==> config.mk <==
export PLATFORM = sky130hd
export DESIGN_NAME = tlic_top
export DESIGN_NICKNAME = d
export VERILOG_FILES = /design/src/hw/tlic_pkg.sv /design/src/hw/tlic_top.sv
export SDC_FILE = /design/constraint.sdc
export NUM_CORES = 1
export LEC_CHECK = 0
export ABC_AREA = 1
export ABC_CLOCK_PERIOD_IN_PS = 1990
export BUFFER_PORTS_ARGS = -buffer_cell sky130_fd_sc_hd__buf_2
export CAP_MARGIN = 20
export CORE_MARGIN = 8
export CORE_UTILIZATION = 56
export DETAILED_ROUTE_END_ITERATION = 7
export PLACE_DENSITY = 0.8
export SYNTH_ARGS = -nofsm -noshare
export SYNTH_HDL_FRONTEND = slang
export SYNTH_SLANG_ARGS = --single-unit
==> constraint.sdc <==
create_clock -name clock -period 1.99 [get_ports clock]
set_clock_uncertainty 0.2 [all_clocks]
set_input_delay 0.199 -clock clock [delete_from_list [all_inputs] [get_ports clock]]
set_output_delay 0.199 -clock clock [all_outputs]
set_load 0.02 [all_outputs]
==> src/hw/tlic_pkg.sv <==
// Constants for the two-level interrupt collector: register map, field layouts, reset values
// What this block does
// RULE1: gather peripheral requests, drive three maskable levels and one non-maskable line
// RULE2: all enable registers reset to zero so nothing reaches the core
// RULE3: a raised peripheral request sets its second-level pending bit
// RULE4: second-level pending is ANDed with its enable before going upward
// RULE5: enabled requests of one second-level register merge into one first-level bit
// RULE6: some sources set their first-level status bit directly
// RULE7: first-level status ANDed with first-level enable gates every core output
// RULE8: battery-low request goes to non-maskable line or level 0, by route select
// RULE9: route bit 0 high sends battery to level 0, low to non-maskable
// RULE10: long timer 1 alone drives level 1, long timer 2 alone drives level 2
// RULE11: all other enabled first-level requests are ORed onto level 0
// RULE12: software routes battery to level 0 when it must be maskable
// RULE13: in suspend keep masking, drive any-interrupt wake and memory-drive timing
// RULE14: decode processor read and write addresses onto the addressed register
// RULE15: status A bits: 12 clock-run, 11 soft, 9 serial, 8 gpio, 3,2,1,0 sources
// RULE16: enable A writable at status A positions, 1 enables, other bits read-only
// RULE17: status A bit 11 is set by writing the software request register
// RULE18: gpio low pending holds pins 13..0 and pin 15; bit 14 reserved
// RULE19: gpio low enable writable for pins 15 and 13..0 at same positions
// RULE20: debug serial pending uses bit 11 only, other bits reserved
// RULE21: reserved bits always read zero; software writes zero to them
// RULE22: pending registers read-only; enable, route and soft registers read-write
// RULE23: pending bits follow request level; reads never clear them
package tlic_pkg;
   // Register byte addresses
   localparam logic [31:0] ADDR_SYS_STATUS_A   = 32'h0f00_0080;
   localparam logic [31:0] ADDR_GPIO_LOW_PEND  = 32'h0f00_0088;
   localparam logic [31:0] ADDR_DSER_PEND      = 32'h0f00_008a;
   localparam logic [31:0] ADDR_SYS_ENABLE_A   = 32'h0f00_008c;
   localparam logic [31:0] ADDR_GPIO_LOW_EN    = 32'h0f00_0094;
   localparam logic [31:0] ADDR_DSER_EN        = 32'h0f00_0096;
   localparam logic [31:0] ADDR_BATT_ROUTE     = 32'h0f00_0098;
   localparam logic [31:0] ADDR_SOFT_REQ       = 32'h0f00_009a;
   localparam logic [31:0] ADDR_SYS_STATUS_B   = 32'h0f00_00a0;
   localparam logic [31:0] ADDR_GPIO_HIGH_PEND = 32'h0f00_00a2;
   localparam logic [31:0] ADDR_IR_PEND        = 32'h0f00_00a4;
   localparam logic [31:0] ADDR_SYS_ENABLE_B   = 32'h0f00_00a6;
   localparam logic [31:0] ADDR_GPIO_HIGH_EN   = 32'h0f00_00a8;
   localparam logic [31:0] ADDR_IR_EN          = 32'h0f00_00aa;
   localparam logic [31:0] ADDR_PCI_PEND       = 32'h0f00_00ac;
   localparam logic [31:0] ADDR_SCU_PEND       = 32'h0f00_00ae;
   localparam logic [31:0] ADDR_SSER_PEND      = 32'h0f00_00b0;
   localparam logic [31:0] ADDR_PCI_EN         = 32'h0f00_00b2;
   localparam logic [31:0] ADDR_SCU_EN         = 32'h0f00_00b4;
   localparam logic [31:0] ADDR_SSER_EN        = 32'h0f00_00b6;
   localparam logic [31:0] ADDR_BUS_PEND       = 32'h0f00_00b8;
   localparam logic [31:0] ADDR_BUS_EN         = 32'h0f00_00ba;
   // Implemented bits; all others are reserved and read zero
   localparam logic [15:0] SYS_A_BITS     = 16'h1b0f;
   localparam logic [15:0] SYS_B_BITS     = 16'h03fb;
   localparam logic [15:0] GPIO_LOW_BITS  = 16'hbfff;
   localparam logic [15:0] GPIO_HIGH_BITS = 16'hffff;
   localparam logic [15:0] DSER_BITS      = 16'h0800;
   localparam logic [15:0] IR_BITS        = 16'h001f;
   localparam logic [15:0] ONE_BIT        = 16'h0001;
   localparam logic [15:0] SSER_BITS      = 16'h00ff;
   localparam logic [15:0] SOFT_BITS      = 16'h000f;
   localparam logic [15:0] ENABLE_RESET   = 16'h0000;
   localparam logic [15:0] PEND_RESET     = 16'h0000;
   // Status A bit positions
   localparam int A_BATTERY = 0;
   localparam int A_POWER   = 1;
   localparam int A_RTC1    = 2;
   localparam int A_ETIMER  = 3;
   localparam int A_GPIO    = 8;
   localparam int A_SERIAL  = 9;
   localparam int A_SOFT    = 11;
   localparam int A_CLKRUN  = 12;
   // Status B bit positions
   localparam int B_RTC2 = 0;
   localparam int B_LED  = 1;
   localparam int B_TCLK = 3;
   localparam int B_IR   = 4;
   localparam int B_DSER = 5;
   localparam int B_PCI  = 6;
   localparam int B_SCU  = 7;
   localparam int B_SSER = 8;
   localparam int B_BUS  = 9;
   // Debug serial pending bit and route select bit
   localparam int DSER_BIT  = 11;
   localparam int ROUTE_BIT = 0;
   // Bits kept out of the level 0 OR; battery bit 0 reaches level 0 only by route select
   localparam logic [15:0] A_NOT_LEVEL0 = 16'h0005;
   localparam logic [15:0] B_NOT_LEVEL0 = 16'h0001;
endpackage

==> src/hw/tlic_top.sv <==
// Two-level interrupt collector: pending, enable, routing and core request outputs
`timescale 1ns/1ps
`default_nettype none
module tlic_top (
   // System
   input  wire logic        clock,
   input  wire logic        nrst,
   input  wire logic        ce,
   input  wire logic        suspendMode,
   // Register access from the core
   input  wire logic [31:0] regAddr,
   input  wire logic        regRead,
   input  wire logic        regWrite,
   input  wire logic [15:0] regWdata,
   output var  logic [15:0] regRdata,
   output var  logic        regRdValid,
   // Direct first-level sources
   input  wire logic        clock_run_request,
   input  wire logic        serial_unit_request,
   input  wire logic        elapsed_timer_request,
   input  wire logic        rtc_long_one_line,
   input  wire logic        power_switch_request,
   input  wire logic        battery_low_request,
   input  wire logic        rtc_long_two_line,
   input  wire logic        ledRequest,
   input  wire logic        tclkRequest,
   // Second-level sources
   input  wire logic [15:0] gpioLowReq,
   input  wire logic [15:0] gpioHighReq,
   input  wire logic        debug_serial_request,
   input  wire logic [4:0]  infraredReq,
   input  wire logic        pciRequest,
   input  wire logic        scuRequest,
   input  wire logic [7:0]  syncSerialReq,
   input  wire logic        busCtrlRequest,
   // Core request outputs
   output var  logic        core_irq_level0,
   output var  logic        core_irq_level1,
   output var  logic        core_irq_level2,
   output var  logic        coreNmi,
   output var  logic        anyIrqAll,
   output var  logic        memDrive
);

   // Pending (indication) registers, level-following
   logic [15:0] directA;
   logic [15:0] directB;
   logic [15:0] gpio_low_pending;
   logic [15:0] gpio_high_pending;
   logic [15:0] debug_serial_pending;
   logic [15:0] infrared_pending;
   logic [15:0] pci_pending;
   logic [15:0] sc_unit_pending;
   logic [15:0] sync_serial_pending;
   logic [15:0] bus_ctrl_pending;
   // Software-writable registers
   logic [15:0] sys_enable_level1_a;
   logic [15:0] sys_enable_level1_b;
   logic [15:0] gpio_low_enable;
   logic [15:0] gpio_high_enable;
   logic [15:0] debug_serial_enable;
   logic [15:0] infrared_enable;
   logic [15:0] pci_enable;
   logic [15:0] sc_unit_enable;
   logic [15:0] sync_serial_enable;
   logic [15:0] bus_ctrl_enable;
   logic [15:0] battery_route_select;
   logic [15:0] soft_request;
   // Derived
   logic [15:0] sys_status_level1_a;
   logic [15:0] sys_status_level1_b;
   logic [15:0] activeA;
   logic [15:0] activeB;
   logic        next_level0;
   logic        next_level1;
   logic        next_level2;
   logic        next_nmi;
   logic        next_any;
   logic [15:0] next_rdata;
   logic        wrEn;

   assign wrEn = ce && regWrite;

   // Peripherals share this clock, so requests are sampled without synchronisers.
   // Pending bits track the request level; only the source withdrawing it clears a bit.
   always_ff @(posedge clock or negedge nrst) begin
      if (!nrst) begin
         directA              <= tlic_pkg::PEND_RESET;
         directB              <= tlic_pkg::PEND_RESET;
         gpio_low_pending     <= tlic_pkg::PEND_RESET;
         gpio_high_pending    <= tlic_pkg::PEND_RESET;
         debug_serial_pending <= tlic_pkg::PEND_RESET;
         infrared_pending     <= tlic_pkg::PEND_RESET;
         pci_pending          <= tlic_pkg::PEND_RESET;
         sc_unit_pending      <= tlic_pkg::PEND_RESET;
         sync_serial_pending  <= tlic_pkg::PEND_RESET;
         bus_ctrl_pending     <= tlic_pkg::PEND_RESET;
      end else if (ce) begin
         // Direct sources skip the second level [RULE6] [RULE15]
         directA <= '0;
         directA[tlic_pkg::A_CLKRUN]  <= clock_run_request;
         directA[tlic_pkg::A_SERIAL]  <= serial_unit_request;
         directA[tlic_pkg::A_ETIMER]  <= elapsed_timer_request;
         directA[tlic_pkg::A_RTC1]    <= rtc_long_one_line;
         directA[tlic_pkg::A_POWER]   <= power_switch_request;
         directA[tlic_pkg::A_BATTERY] <= battery_low_request;
         directB <= '0;
         directB[tlic_pkg::B_RTC2] <= rtc_long_two_line;
         directB[tlic_pkg::B_LED]  <= ledRequest;
         directB[tlic_pkg::B_TCLK] <= tclkRequest;
         // Second-level indication, reserved bits forced low [RULE3] [RULE18] [RULE20] [RULE23]
         gpio_low_pending  <= gpioLowReq & tlic_pkg::GPIO_LOW_BITS;
         gpio_high_pending <= gpioHighReq & tlic_pkg::GPIO_HIGH_BITS;
         debug_serial_pending <= '0;
         debug_serial_pending[tlic_pkg::DSER_BIT] <= debug_serial_request;
         infrared_pending    <= {11'h000, infraredReq};
         pci_pending         <= {15'h0000, pciRequest};
         sc_unit_pending     <= {15'h0000, scuRequest};
         sync_serial_pending <= {8'h00, syncSerialReq};
         bus_ctrl_pending    <= {15'h0000, busCtrlRequest};
      end
   end

   // Enable, route and software registers; writes keep only implemented bits [RULE2] [RULE21]
   always_ff @(posedge clock or negedge nrst) begin
      if (!nrst) begin
         sys_enable_level1_a  <= tlic_pkg::ENABLE_RESET;
         sys_enable_level1_b  <= tlic_pkg::ENABLE_RESET;
         gpio_low_enable      <= tlic_pkg::ENABLE_RESET;
         gpio_high_enable     <= tlic_pkg::ENABLE_RESET;
         debug_serial_enable  <= tlic_pkg::ENABLE_RESET;
         infrared_enable      <= tlic_pkg::ENABLE_RESET;
         pci_enable           <= tlic_pkg::ENABLE_RESET;
         sc_unit_enable       <= tlic_pkg::ENABLE_RESET;
         sync_serial_enable   <= tlic_pkg::ENABLE_RESET;
         bus_ctrl_enable      <= tlic_pkg::ENABLE_RESET;
         battery_route_select <= tlic_pkg::ENABLE_RESET;
         soft_request         <= tlic_pkg::ENABLE_RESET;
      end else if (wrEn) begin
         // Writes to pending addresses fall to the default and change nothing [RULE14] [RULE22]
         case (regAddr)
            tlic_pkg::ADDR_SYS_ENABLE_A: begin
               sys_enable_level1_a <= regWdata & tlic_pkg::SYS_A_BITS;       // [RULE16]
            end
            tlic_pkg::ADDR_SYS_ENABLE_B: begin
               sys_enable_level1_b <= regWdata & tlic_pkg::SYS_B_BITS;
            end
            tlic_pkg::ADDR_GPIO_LOW_EN: begin
               gpio_low_enable <= regWdata & tlic_pkg::GPIO_LOW_BITS;        // [RULE19]
            end
            tlic_pkg::ADDR_GPIO_HIGH_EN: begin
               gpio_high_enable <= regWdata & tlic_pkg::GPIO_HIGH_BITS;
            end
            tlic_pkg::ADDR_DSER_EN: begin
               debug_serial_enable <= regWdata & tlic_pkg::DSER_BITS;
            end
            tlic_pkg::ADDR_IR_EN: begin
               infrared_enable <= regWdata & tlic_pkg::IR_BITS;
            end
            tlic_pkg::ADDR_PCI_EN: begin
               pci_enable <= regWdata & tlic_pkg::ONE_BIT;
            end
            tlic_pkg::ADDR_SCU_EN: begin
               sc_unit_enable <= regWdata & tlic_pkg::ONE_BIT;
            end
            tlic_pkg::ADDR_SSER_EN: begin
               sync_serial_enable <= regWdata & tlic_pkg::SSER_BITS;
            end
            tlic_pkg::ADDR_BUS_EN: begin
               bus_ctrl_enable <= regWdata & tlic_pkg::ONE_BIT;
            end
            tlic_pkg::ADDR_BATT_ROUTE: begin
               battery_route_select <= regWdata & tlic_pkg::ONE_BIT;         // [RULE9]
            end
            tlic_pkg::ADDR_SOFT_REQ: begin
               // Four request bits; software both sets and clears them [RULE17]
               soft_request <= regWdata & tlic_pkg::SOFT_BITS;
            end
            default: begin
            end
         endcase
      end
   end

   // First-level status: mask each group, fold it to one bit [RULE4] [RULE5]
   always_comb begin
      sys_status_level1_a = directA;
      sys_status_level1_a[tlic_pkg::A_GPIO] = |((gpio_low_pending & gpio_low_enable)
                                              | (gpio_high_pending & gpio_high_enable));
      sys_status_level1_a[tlic_pkg::A_SOFT] = |soft_request;                   // [RULE17]
      sys_status_level1_b = directB;
      sys_status_level1_b[tlic_pkg::B_IR]   = |(infrared_pending & infrared_enable);
      sys_status_level1_b[tlic_pkg::B_DSER] = |(debug_serial_pending & debug_serial_enable);
      sys_status_level1_b[tlic_pkg::B_PCI]  = |(pci_pending & pci_enable);
      sys_status_level1_b[tlic_pkg::B_SCU]  = |(sc_unit_pending & sc_unit_enable);
      sys_status_level1_b[tlic_pkg::B_SSER] = |(sync_serial_pending & sync_serial_enable);
      sys_status_level1_b[tlic_pkg::B_BUS]  = |(bus_ctrl_pending & bus_ctrl_enable);
   end

   // Output routing; the battery enable gates both routes, so the non-maskable
   // path is still quiet until software enables the source [RULE7]
   always_comb begin
      activeA = sys_status_level1_a & sys_enable_level1_a;
      activeB = sys_status_level1_b & sys_enable_level1_b;
      next_nmi = activeA[tlic_pkg::A_BATTERY]
               && !battery_route_select[tlic_pkg::ROUTE_BIT];                  // [RULE8]
      next_level1 = activeA[tlic_pkg::A_RTC1];                                 // [RULE10]
      next_level2 = activeB[tlic_pkg::B_RTC2];                                 // [RULE10]
      next_level0 = (activeA[tlic_pkg::A_BATTERY]
                     && battery_route_select[tlic_pkg::ROUTE_BIT])             // [RULE9]
                  || |(activeA & ~tlic_pkg::A_NOT_LEVEL0)
                  || |(activeB & ~tlic_pkg::B_NOT_LEVEL0);                    // [RULE11]
      next_any = next_level0 || next_level1 || next_level2 || next_nmi;
   end

   // Core outputs registered; masking stays in force while suspended [RULE1] [RULE13]
   always_ff @(posedge clock or negedge nrst) begin
      if (!nrst) begin
         core_irq_level0 <= 1'b0;
         core_irq_level1 <= 1'b0;
         core_irq_level2 <= 1'b0;
         coreNmi         <= 1'b0;
         anyIrqAll       <= 1'b0;
      end else if (ce) begin
         core_irq_level0 <= next_level0;
         core_irq_level1 <= next_level1;
         core_irq_level2 <= next_level2;
         coreNmi         <= next_nmi;
         anyIrqAll       <= next_any;
      end
   end

   // Memory drive timing: one pulse when an enabled request first appears in suspend,
   // so memory drivers come up once per wake, not for every later request [RULE13]
   always_ff @(posedge clock or negedge nrst) begin
      if (!nrst) begin
         memDrive <= 1'b0;
      end else if (ce) begin
         memDrive <= suspendMode && next_any && !anyIrqAll;
      end
   end

   // Read decode; pending registers read without side effects [RULE14] [RULE22] [RULE23]
   always_comb begin
      case (regAddr)
         tlic_pkg::ADDR_SYS_STATUS_A:   next_rdata = sys_status_level1_a;
         tlic_pkg::ADDR_GPIO_LOW_PEND:  next_rdata = gpio_low_pending;
         tlic_pkg::ADDR_DSER_PEND:      next_rdata = debug_serial_pending;
         tlic_pkg::ADDR_SYS_ENABLE_A:   next_rdata = sys_enable_level1_a;
         tlic_pkg::ADDR_GPIO_LOW_EN:    next_rdata = gpio_low_enable;
         tlic_pkg::ADDR_DSER_EN:        next_rdata = debug_serial_enable;
         tlic_pkg::ADDR_BATT_ROUTE:     next_rdata = battery_route_select;
         tlic_pkg::ADDR_SOFT_REQ:       next_rdata = soft_request;
         tlic_pkg::ADDR_SYS_STATUS_B:   next_rdata = sys_status_level1_b;
         tlic_pkg::ADDR_GPIO_HIGH_PEND: next_rdata = gpio_high_pending;
         tlic_pkg::ADDR_IR_PEND:        next_rdata = infrared_pending;
         tlic_pkg::ADDR_SYS_ENABLE_B:   next_rdata = sys_enable_level1_b;
         tlic_pkg::ADDR_GPIO_HIGH_EN:   next_rdata = gpio_high_enable;
         tlic_pkg::ADDR_IR_EN:          next_rdata = infrared_enable;
         tlic_pkg::ADDR_PCI_PEND:       next_rdata = pci_pending;
         tlic_pkg::ADDR_SCU_PEND:       next_rdata = sc_unit_pending;
         tlic_pkg::ADDR_SSER_PEND:      next_rdata = sync_serial_pending;
         tlic_pkg::ADDR_PCI_EN:         next_rdata = pci_enable;
         tlic_pkg::ADDR_SCU_EN:         next_rdata = sc_unit_enable;
         tlic_pkg::ADDR_SSER_EN:        next_rdata = sync_serial_enable;
         tlic_pkg::ADDR_BUS_PEND:       next_rdata = bus_ctrl_pending;
         tlic_pkg::ADDR_BUS_EN:         next_rdata = bus_ctrl_enable;
         default:                       next_rdata = 16'h0000;
      endcase
   end

   always_ff @(posedge clock or negedge nrst) begin
      if (!nrst) begin
         regRdata   <= 16'h0000;
         regRdValid <= 1'b0;
      end else if (ce) begin
         regRdValid <= regRead;
         if (regRead) begin
            regRdata <= next_rdata;
         end
      end
   end
endmodule // tlic_top
`default_nettype wire

==> results of run 1 <==
[state kept, by name, indices dropped and copies added (netlist names), 3 cells and up]
register	cells
soft_request	4
gpio_high_enable	16
directB	3
gpio_low_enable	15
gpio_low_pending	15
regRdata	16
infrared_pending	5
infrared_enable	5
sync_serial_enable	8
sys_enable_level1_b	9
directA	6
gpio_high_pending	16
sync_serial_pending	8
sys_enable_level1_a	8
[worst paths after layout]
| kind | cells after the start | slack (ns) | endpoint | start |
|---|---|---|---|---|
| max | 8 | 0.09 | memDrive$_DFFE_PN0P_ | soft_request[0]$_DFFE_PN0P_ |
| min | 4 | 0.006 | battery_route_select[0]$_DFFE_PN0P_ | regWrite |
| max reg2reg | 8 | 0.09 | memDrive$_DFFE_PN0P_ | soft_request[0]$_DFFE_PN0P_ |
| min reg2reg | 2 | 0.27 | regRdValid$_DFFE_PN0P_ | regRdValid$_DFFE_PN0P_ |
| max in group asynchronous | 3 | 0.89 | regRdata[5]$_DFFE_PN0P_ | nrst |
| min in group asynchronous | 2 | 0.07 | core_irq_level2$_DFFE_PN0P_ | nrst |
[stage by stage]
step / util [%] / cells / hold WS (ns) / cell area, um2
floorplan: - / 1031 / -0.297 / 7600
global placement: 66.0 / 1356 / -0.0278 / 8740
detailed placement: 66.0 / 1356 / -0.0283 / 8740
CTS: 76.4 / 1464 / 0.00165 / 10100
global route: 76.4 / 1464 / 0.0299 / 10100
finish: 76.4 / 1464 / 0.00592 / 10100
[cell type report]
type | instances | area share [%]
clock buffer | 18 | 4.34
tap | 176 | 2.18
inverter | 113 | 4.20
clock inverter | 14 | 1.73
multi-input combinational | 732 | 31.7
timing repair buffer | 261 | 18.8
sequential | 150 | 37.1
[layout by cell type (no fill, tap or decap), drive strengths merged]
cell and count:
bufinv 3, nand2 411, a31oi 3, nand3 55, a21oi 3, nand4 8
a211oi 1, o21bai 1, o22ai 11, buf 185, mux2 1, o21ai 151
nor3 2, and3 1, clkbuf 18, and2 1, nor2 83, dfrtp 150
clkinv 8, dlygate4sd3 76, inv 113, clkinvlp 3
[synth_stat cells, types with 7 or more instances]
master	instances	area, um2
nor2_2	7	43.8
nand3_1	53	265
o21ai_1	52	260
nand4_1	8	50.1
buf_2	13	65.1
clkbuf_1	8	30.0
nand2_1	399	1500
o22ai_1	11	68.8
nor2_1	71	267
inv_2	9	33.8
nand2_2	8	50.1
o21ai_0	99	495
inv_1	102	383
dfrtp_1	150	3750
[routing by layer]
| layer | share of wire, % | track usage [%] | wire (um) |
|---|---|---|---|
| met5 | 0.059 | 0 | 15 |
| met2 | 47 | 47.4 | 12100 |
| met3 | 10 | 6.59 | 2560 |
| met1 | 39 | 37.2 | 9900 |
| met4 | 3.5 | 13.5 | 901 |
[power groups by stage]
stage | Sequential [W] | Clock, W | Combinational, W
CTS | 0.00323 | 0.00336 | 0.000622
detailed placement | 0.00329 | 0 | 0.000507
finish | 0.00324 | 0.00337 | 0.000643
global placement | 0.00328 | 0 | 0.000495
floorplan | 0.00326 | 0 | 0.000202
global route | 0.00325 | 0.00350 | 0.000710
[cells by family after synthesis]
family	Yosys count	share of synthesized area (%)
AOI/OAI and AO/OA	170	11.5
buffers and inverters	149	8.43
DFF	150	49.4
muxes	1	0.148
and+or+nand+nor	561	30.5
[worst min-delay path: stages]
cell and delay [ns]:
buf_2 0.10, nand2_1 0.09, nor2_1 0.07, o21ai_0 0.15
[what timing repair did]
action / 4_1_cts / 5_1_grt
endpoints found under the hold margin: 264 / 0
endpoints found under the setup margin: 0 / 4
hold buffers: 76 / 0
gates resized for setup: 0 / 3
==> results.sh, run 1 <==
export IMPL_power_w=0.00725
export IMPL_finalCritPeriodShare_pct=95.4
export IMPL_power_frac_seq_pct=44.7
export IMPL_grtUsageTotal_pct=29.5
export IMPL_synth_edf_count=0
export IMPL_syn_inst=1031
export IMPL_totalNegativeSetupSlack_ns=0
export IMPL_insertion_delay_ns=0.44
export IMPL_antenna_left=0
export IMPL_finalCriticalPeriod_ns=1.90
export IMPL_rsz0062_at_grt="true"
export IMPL_wire_per_inst_um=17.4
export IMPL_grt_overflow_total=0
export IMPL_end_kind="register"
export IMPL_cts_max_path_buffers=2
export IMPL_root_buffer="clkbuf_16"
export IMPL_cp_cell_sequence="nor2_1 > nand3_1 > a211oi_1 > nand2_1 > nor2_2 > nand3_1 > nand3_1 > nand2_1"
export IMPL_core_rowCount=42
export IMPL_grt_pass1_vias=7917
export IMPL_drt_pass1_iter_count=6
export IMPL_routabilityCongestion=0.959
export IMPL_cts_num_sinks=150
export IMPL_place_ws_ns=-0.0668
export IMPL_nets=1387
export IMPL_syn_area_per_cell_um2=7.37
export IMPL_fmax_ghz=0.527
export IMPL_cp_required_ns=2.12
export IMPL_cts_buffers=17
export IMPL_drc=0
export IMPL_syn_area_um2=7600
export IMPL_syn_nets=1143
export IMPL_cap_viol_max_count=0
export IMPL_nFillCells=957
export IMPL_clk_pin_slew_ns=0.06
export IMPL_status="complete, no violations"
export IMPL_setup_violations=0
export IMPL_relSlewSlack_pct=63.9
export IMPL_hold_viol=0
export IMPL_crit_fanout=3
export IMPL_drt_iter0_drc=1001
export IMPL_area_growth_pct=33.2
export IMPL_antenna_found_initial=1
export IMPL_p_int_w=0.00545
export IMPL_peakVddDrop_v=0.000697
export IMPL_p_clk_share_pct=46.5
export IMPL_pin_count=135
export IMPL_fp_dieH_um=132
export IMPL_drive_gt1_share_pct=20.0
export IMPL_die_w_um=132
export IMPL_arrival_ns=2.02
export IMPL_startpoint_type="register"
export IMPL_vias=7993
export IMPL_viasPerCell=5.46
export IMPL_die_area_um2=17500
export IMPL_comb_power_share_pct=8.9
export IMPL_ys_warn_count=0
export IMPL_synth_cell_types=31
export IMPL_crit_top_cell="nand3_1"
export IMPL_ys_flop_type="dfrtp_1"
export IMPL_setup_ws_ns=0.0910
export IMPL_p_sw_w=0.00180
export IMPL_slowest_stage="dfrtp_1"
export IMPL_hp_class="in -> reg"
export IMPL_cts_tree="yes"
export IMPL_slowest_delay_ns=0.41
export IMPL_grt_pass1_wl_um=40800
export IMPL_synthArstFlopShare_pct=100
export IMPL_drv_slew=0
export IMPL_initial_core_util_pct=57.4
export IMPL_worstSetupPathType="reg -> reg"
export IMPL_power_density_nw_per_um2=717
export IMPL_ctsHtreeMaxLevel=4
export IMPL_seq_area_frac_synth_pct=49.4
export IMPL_dp_final_hpwl_um=17700
export IMPL_wirelength_um=25400
export IMPL_io_buffers=133
export IMPL_grt_max_degree=80
export IMPL_critPathBufInv=0
export IMPL_antenna_cells=0
export IMPL_coreArea_um2=13200
export IMPL_path_delay_family="simple AND/OR/NAND/NOR gates"
export IMPL_register_area_um2=3750
export IMPL_tightest_slew_ns=0.540
export IMPL_swShare_pct=24.9
export IMPL_multi_input_area_um2=3210
export IMPL_p_leak_nw=5.25
export IMPL_post_cts_buffers=0
export IMPL_synth_seq_cells=150
Note: power is estimated with default switching activity, not from simulation.
==> inputs of run 2 (changes only) <==
--- a/config.mk
+++ b/config.mk
@@ -15,2 +15,3 @@
 export PLACE_DENSITY = 0.8
+export SKIP_LAST_GASP = 1
 export SYNTH_ARGS = -nofsm -noshare
==> constraint.sdc (replaced) <==
create_clock -name clock -period 1.99 [get_ports clock]
set_clock_uncertainty 0.2 [all_clocks]
set_input_delay 0.2985 -clock clock [delete_from_list [all_inputs] [get_ports clock]]
set_output_delay 0.2985 -clock clock [all_outputs]
set_load 0.02 [all_outputs]
==> results.sh, run 2 (synthesis results as in run 1) <==
export IMPL_status="complete, no violations"
export IMPL_viasPerCell=5.42
export IMPL_final_cell_mix="nand2_1 (397), dfrtp_1 (150), buf_2 (132)"
export IMPL_grt_pass1_vias=8009
export IMPL_crit_fanout=3
export IMPL_fmax_ghz=0.526
export IMPL_clk_pin_slew_ns=0.06
export IMPL_drt_pass1_iter_count=7
export IMPL_power_density_nw_per_um2=698
export IMPL_fin_hold_ws_ns=0.0240
export IMPL_worstRegToRegCells=12
export IMPL_cap_viol_max_count=0
export IMPL_hold_viol=0
export IMPL_totalNegativeSetupSlack_ns=0
export IMPL_final_common_cell="nand2_1"
export IMPL_core_rowCount=42
export IMPL_cts_max_path_buffers=2
export IMPL_startpoint_type="register"
export IMPL_grt_max_degree=57
export IMPL_hp_class="in -> reg"
export IMPL_p_leak_nw=5.27
export IMPL_io_buffers=133
export IMPL_p_sw_w=0.00174
export IMPL_initial_core_util_pct=57.4
export IMPL_drv_slew=0
export IMPL_grtUsageTotal_pct=29.9
export IMPL_cts_tree="yes"
export IMPL_wirelength_um=25900
export IMPL_nets=1391
export IMPL_die_w_um=132
export IMPL_fin_util_pct=76.5
export IMPL_insertion_delay_ns=0.43
export IMPL_fp_dieH_um=132
export IMPL_p_clk_share_pct=45.2
export IMPL_finalCritPeriodShare_pct=95.6
export IMPL_setup_violations=0
export IMPL_drive_gt1_share_pct=20.4
export IMPL_grt_pass1_wl_um=41600
export IMPL_drt_iter0_drc=832
export IMPL_placed_area_um2=8830
export IMPL_coreArea_um2=13200
export IMPL_power_frac_seq_pct=45.8
export IMPL_worstSetupPathType="reg -> reg"
export IMPL_pin_count=135
export IMPL_hold_depth=3
export IMPL_antenna_left=0
export IMPL_dp_final_hpwl_um=18000
export IMPL_reg_largest_list="gpio_high_enable: 16 flops, gpio_high_pending: 16 flops, regRdata: 16 flops"
export IMPL_vias=7959
export IMPL_dp_cells=1365
export IMPL_arrival_ns=2.03
export IMPL_r2r_slack_ns=0.09
export IMPL_cts_buffers=17
export IMPL_grt_overflow_total=0
export IMPL_finalCriticalPeriod_ns=1.90
export IMPL_swShare_pct=24.5
export IMPL_end_kind="register"
export IMPL_p_int_w=0.00534
export IMPL_cts_num_sinks=150
export IMPL_post_route_cell_area_um2=10100
export IMPL_cp_required_ns=2.12
export IMPL_comb_power_share_pct=9.0
export IMPL_rsz0062_at_grt="false"
export IMPL_area_growth_pct=33.4
export IMPL_wire_per_inst_um=17.6
export IMPL_drc=0
export IMPL_antenna_found_initial=1
export IMPL_root_buffer="clkbuf_16"
export IMPL_ctsHtreeMaxLevel=4
export IMPL_tightest_slew_ns=0.560
export IMPL_stdcell_count=1468
export IMPL_relSlewSlack_pct=62.6
export IMPL_peakVddDrop_v=0.000704
export IMPL_die_area_um2=17500
export IMPL_routabilityCongestion=0.939
-- run 2: changes by cell type in the layout (fill, tap and decap cells not counted), sizes merged --
cell,delta
clkbuf,+3
buf,+10
inv,-1
diode,+1
dlygate4sd3,-6
clkinv,-5
bufinv,-1
clkinvlp,+3
-- run 2: final timing paths --
| path | start | end |
|---|---|---|
| worst max-delay path | gpio_high_pending[15]$_DFFE_PN0P_ | regRdata[8]$_DFFE_PN0P_ |
| worst min-delay path | regWdata[4] | gpio_low_enable[4]$_DFFE_PN0P_ |
| worst max register to register | gpio_high_pending[15]$_DFFE_PN0P_ | regRdata[8]$_DFFE_PN0P_ |
| worst min register to register | regRdValid$_DFFE_PN0P_ | regRdValid$_DFFE_PN0P_ |
| max in group asynchronous | nrst | sync_serial_enable[7]$_DFFE_PN0P_ |
| min in group asynchronous | nrst | directB[0]$_DFFE_PN0P_ |
-- run 2: cell type report --
cell class	instances	area, um2
Sequential cell	150	3750
Clock inverter	10	123
Antenna cell	1	2.50
Fill cell	1005	3110
Tap cell	176	220
Timing Repair Buffer	265	1940
Clock buffer	21	460
Multi-Input combinational cell	732	3210
Inverter	113	425
-- run 2: repair_timing --
action / CTS / global route
endpoints found under the hold margin: 226 / 0
hold buffers: 70 / 0
gates resized for setup: 0 / 3
setup buffers: 0 / 1
endpoints found under the setup margin: 0 / 3
-- run 2: critical path, stage by stage, from the launching register on --
cell and delay [ns]:
dfrtp_1 0.41, nand2_2 0.10, o21ai_0 0.08, a21oi_1 0.22, nand2_1 0.13, nor2_1 0.11, nand2_1 0.10, nand2_1 0.07
nand2_1 0.04, nor2_1 0.12, nand2_1 0.10, nand2_1 0.06, nand2_1 0.05
-- run 2: power groups by stage --
stage	clock network (W)	logic, W	registers, W
final	0.00320	0.000638	0.00324
after global routing	0.00334	0.000703	0.00325
after CTS	0.00320	0.000620	0.00323
after detailed placement	0	0.000512	0.00329
after global placement	0	0.000500	0.00328
after floorplan	0	0.000202	0.00326
-- run 2: layer usage --
metal	GRT usage (%)	share of wire, %	vias to the layer above	routed length, um
li1	-	-	3737	-
met1	38.2	41	3755	10500
met2	48.1	48	402	12300
met3	6.78	8.9	65	2290
met4	12.3	3.0	0	777
met5	0	0	-	0
-- run 2: per-stage QoR --
| step | setup slack, ns | total power (W) |
|---|---|---|
| 6_report | 0.0878 | 0.00708 |
| 5_1_grt | 0.00103 | 0.00729 |
| 4_1_cts | 0.0926 | 0.00705 |
| 3_5_place_dp | -0.166 | 0.00380 |
| 3_3_place_gp | -0.124 | 0.00378 |
| 2_1_floorplan | 0.325 | 0.00346 |
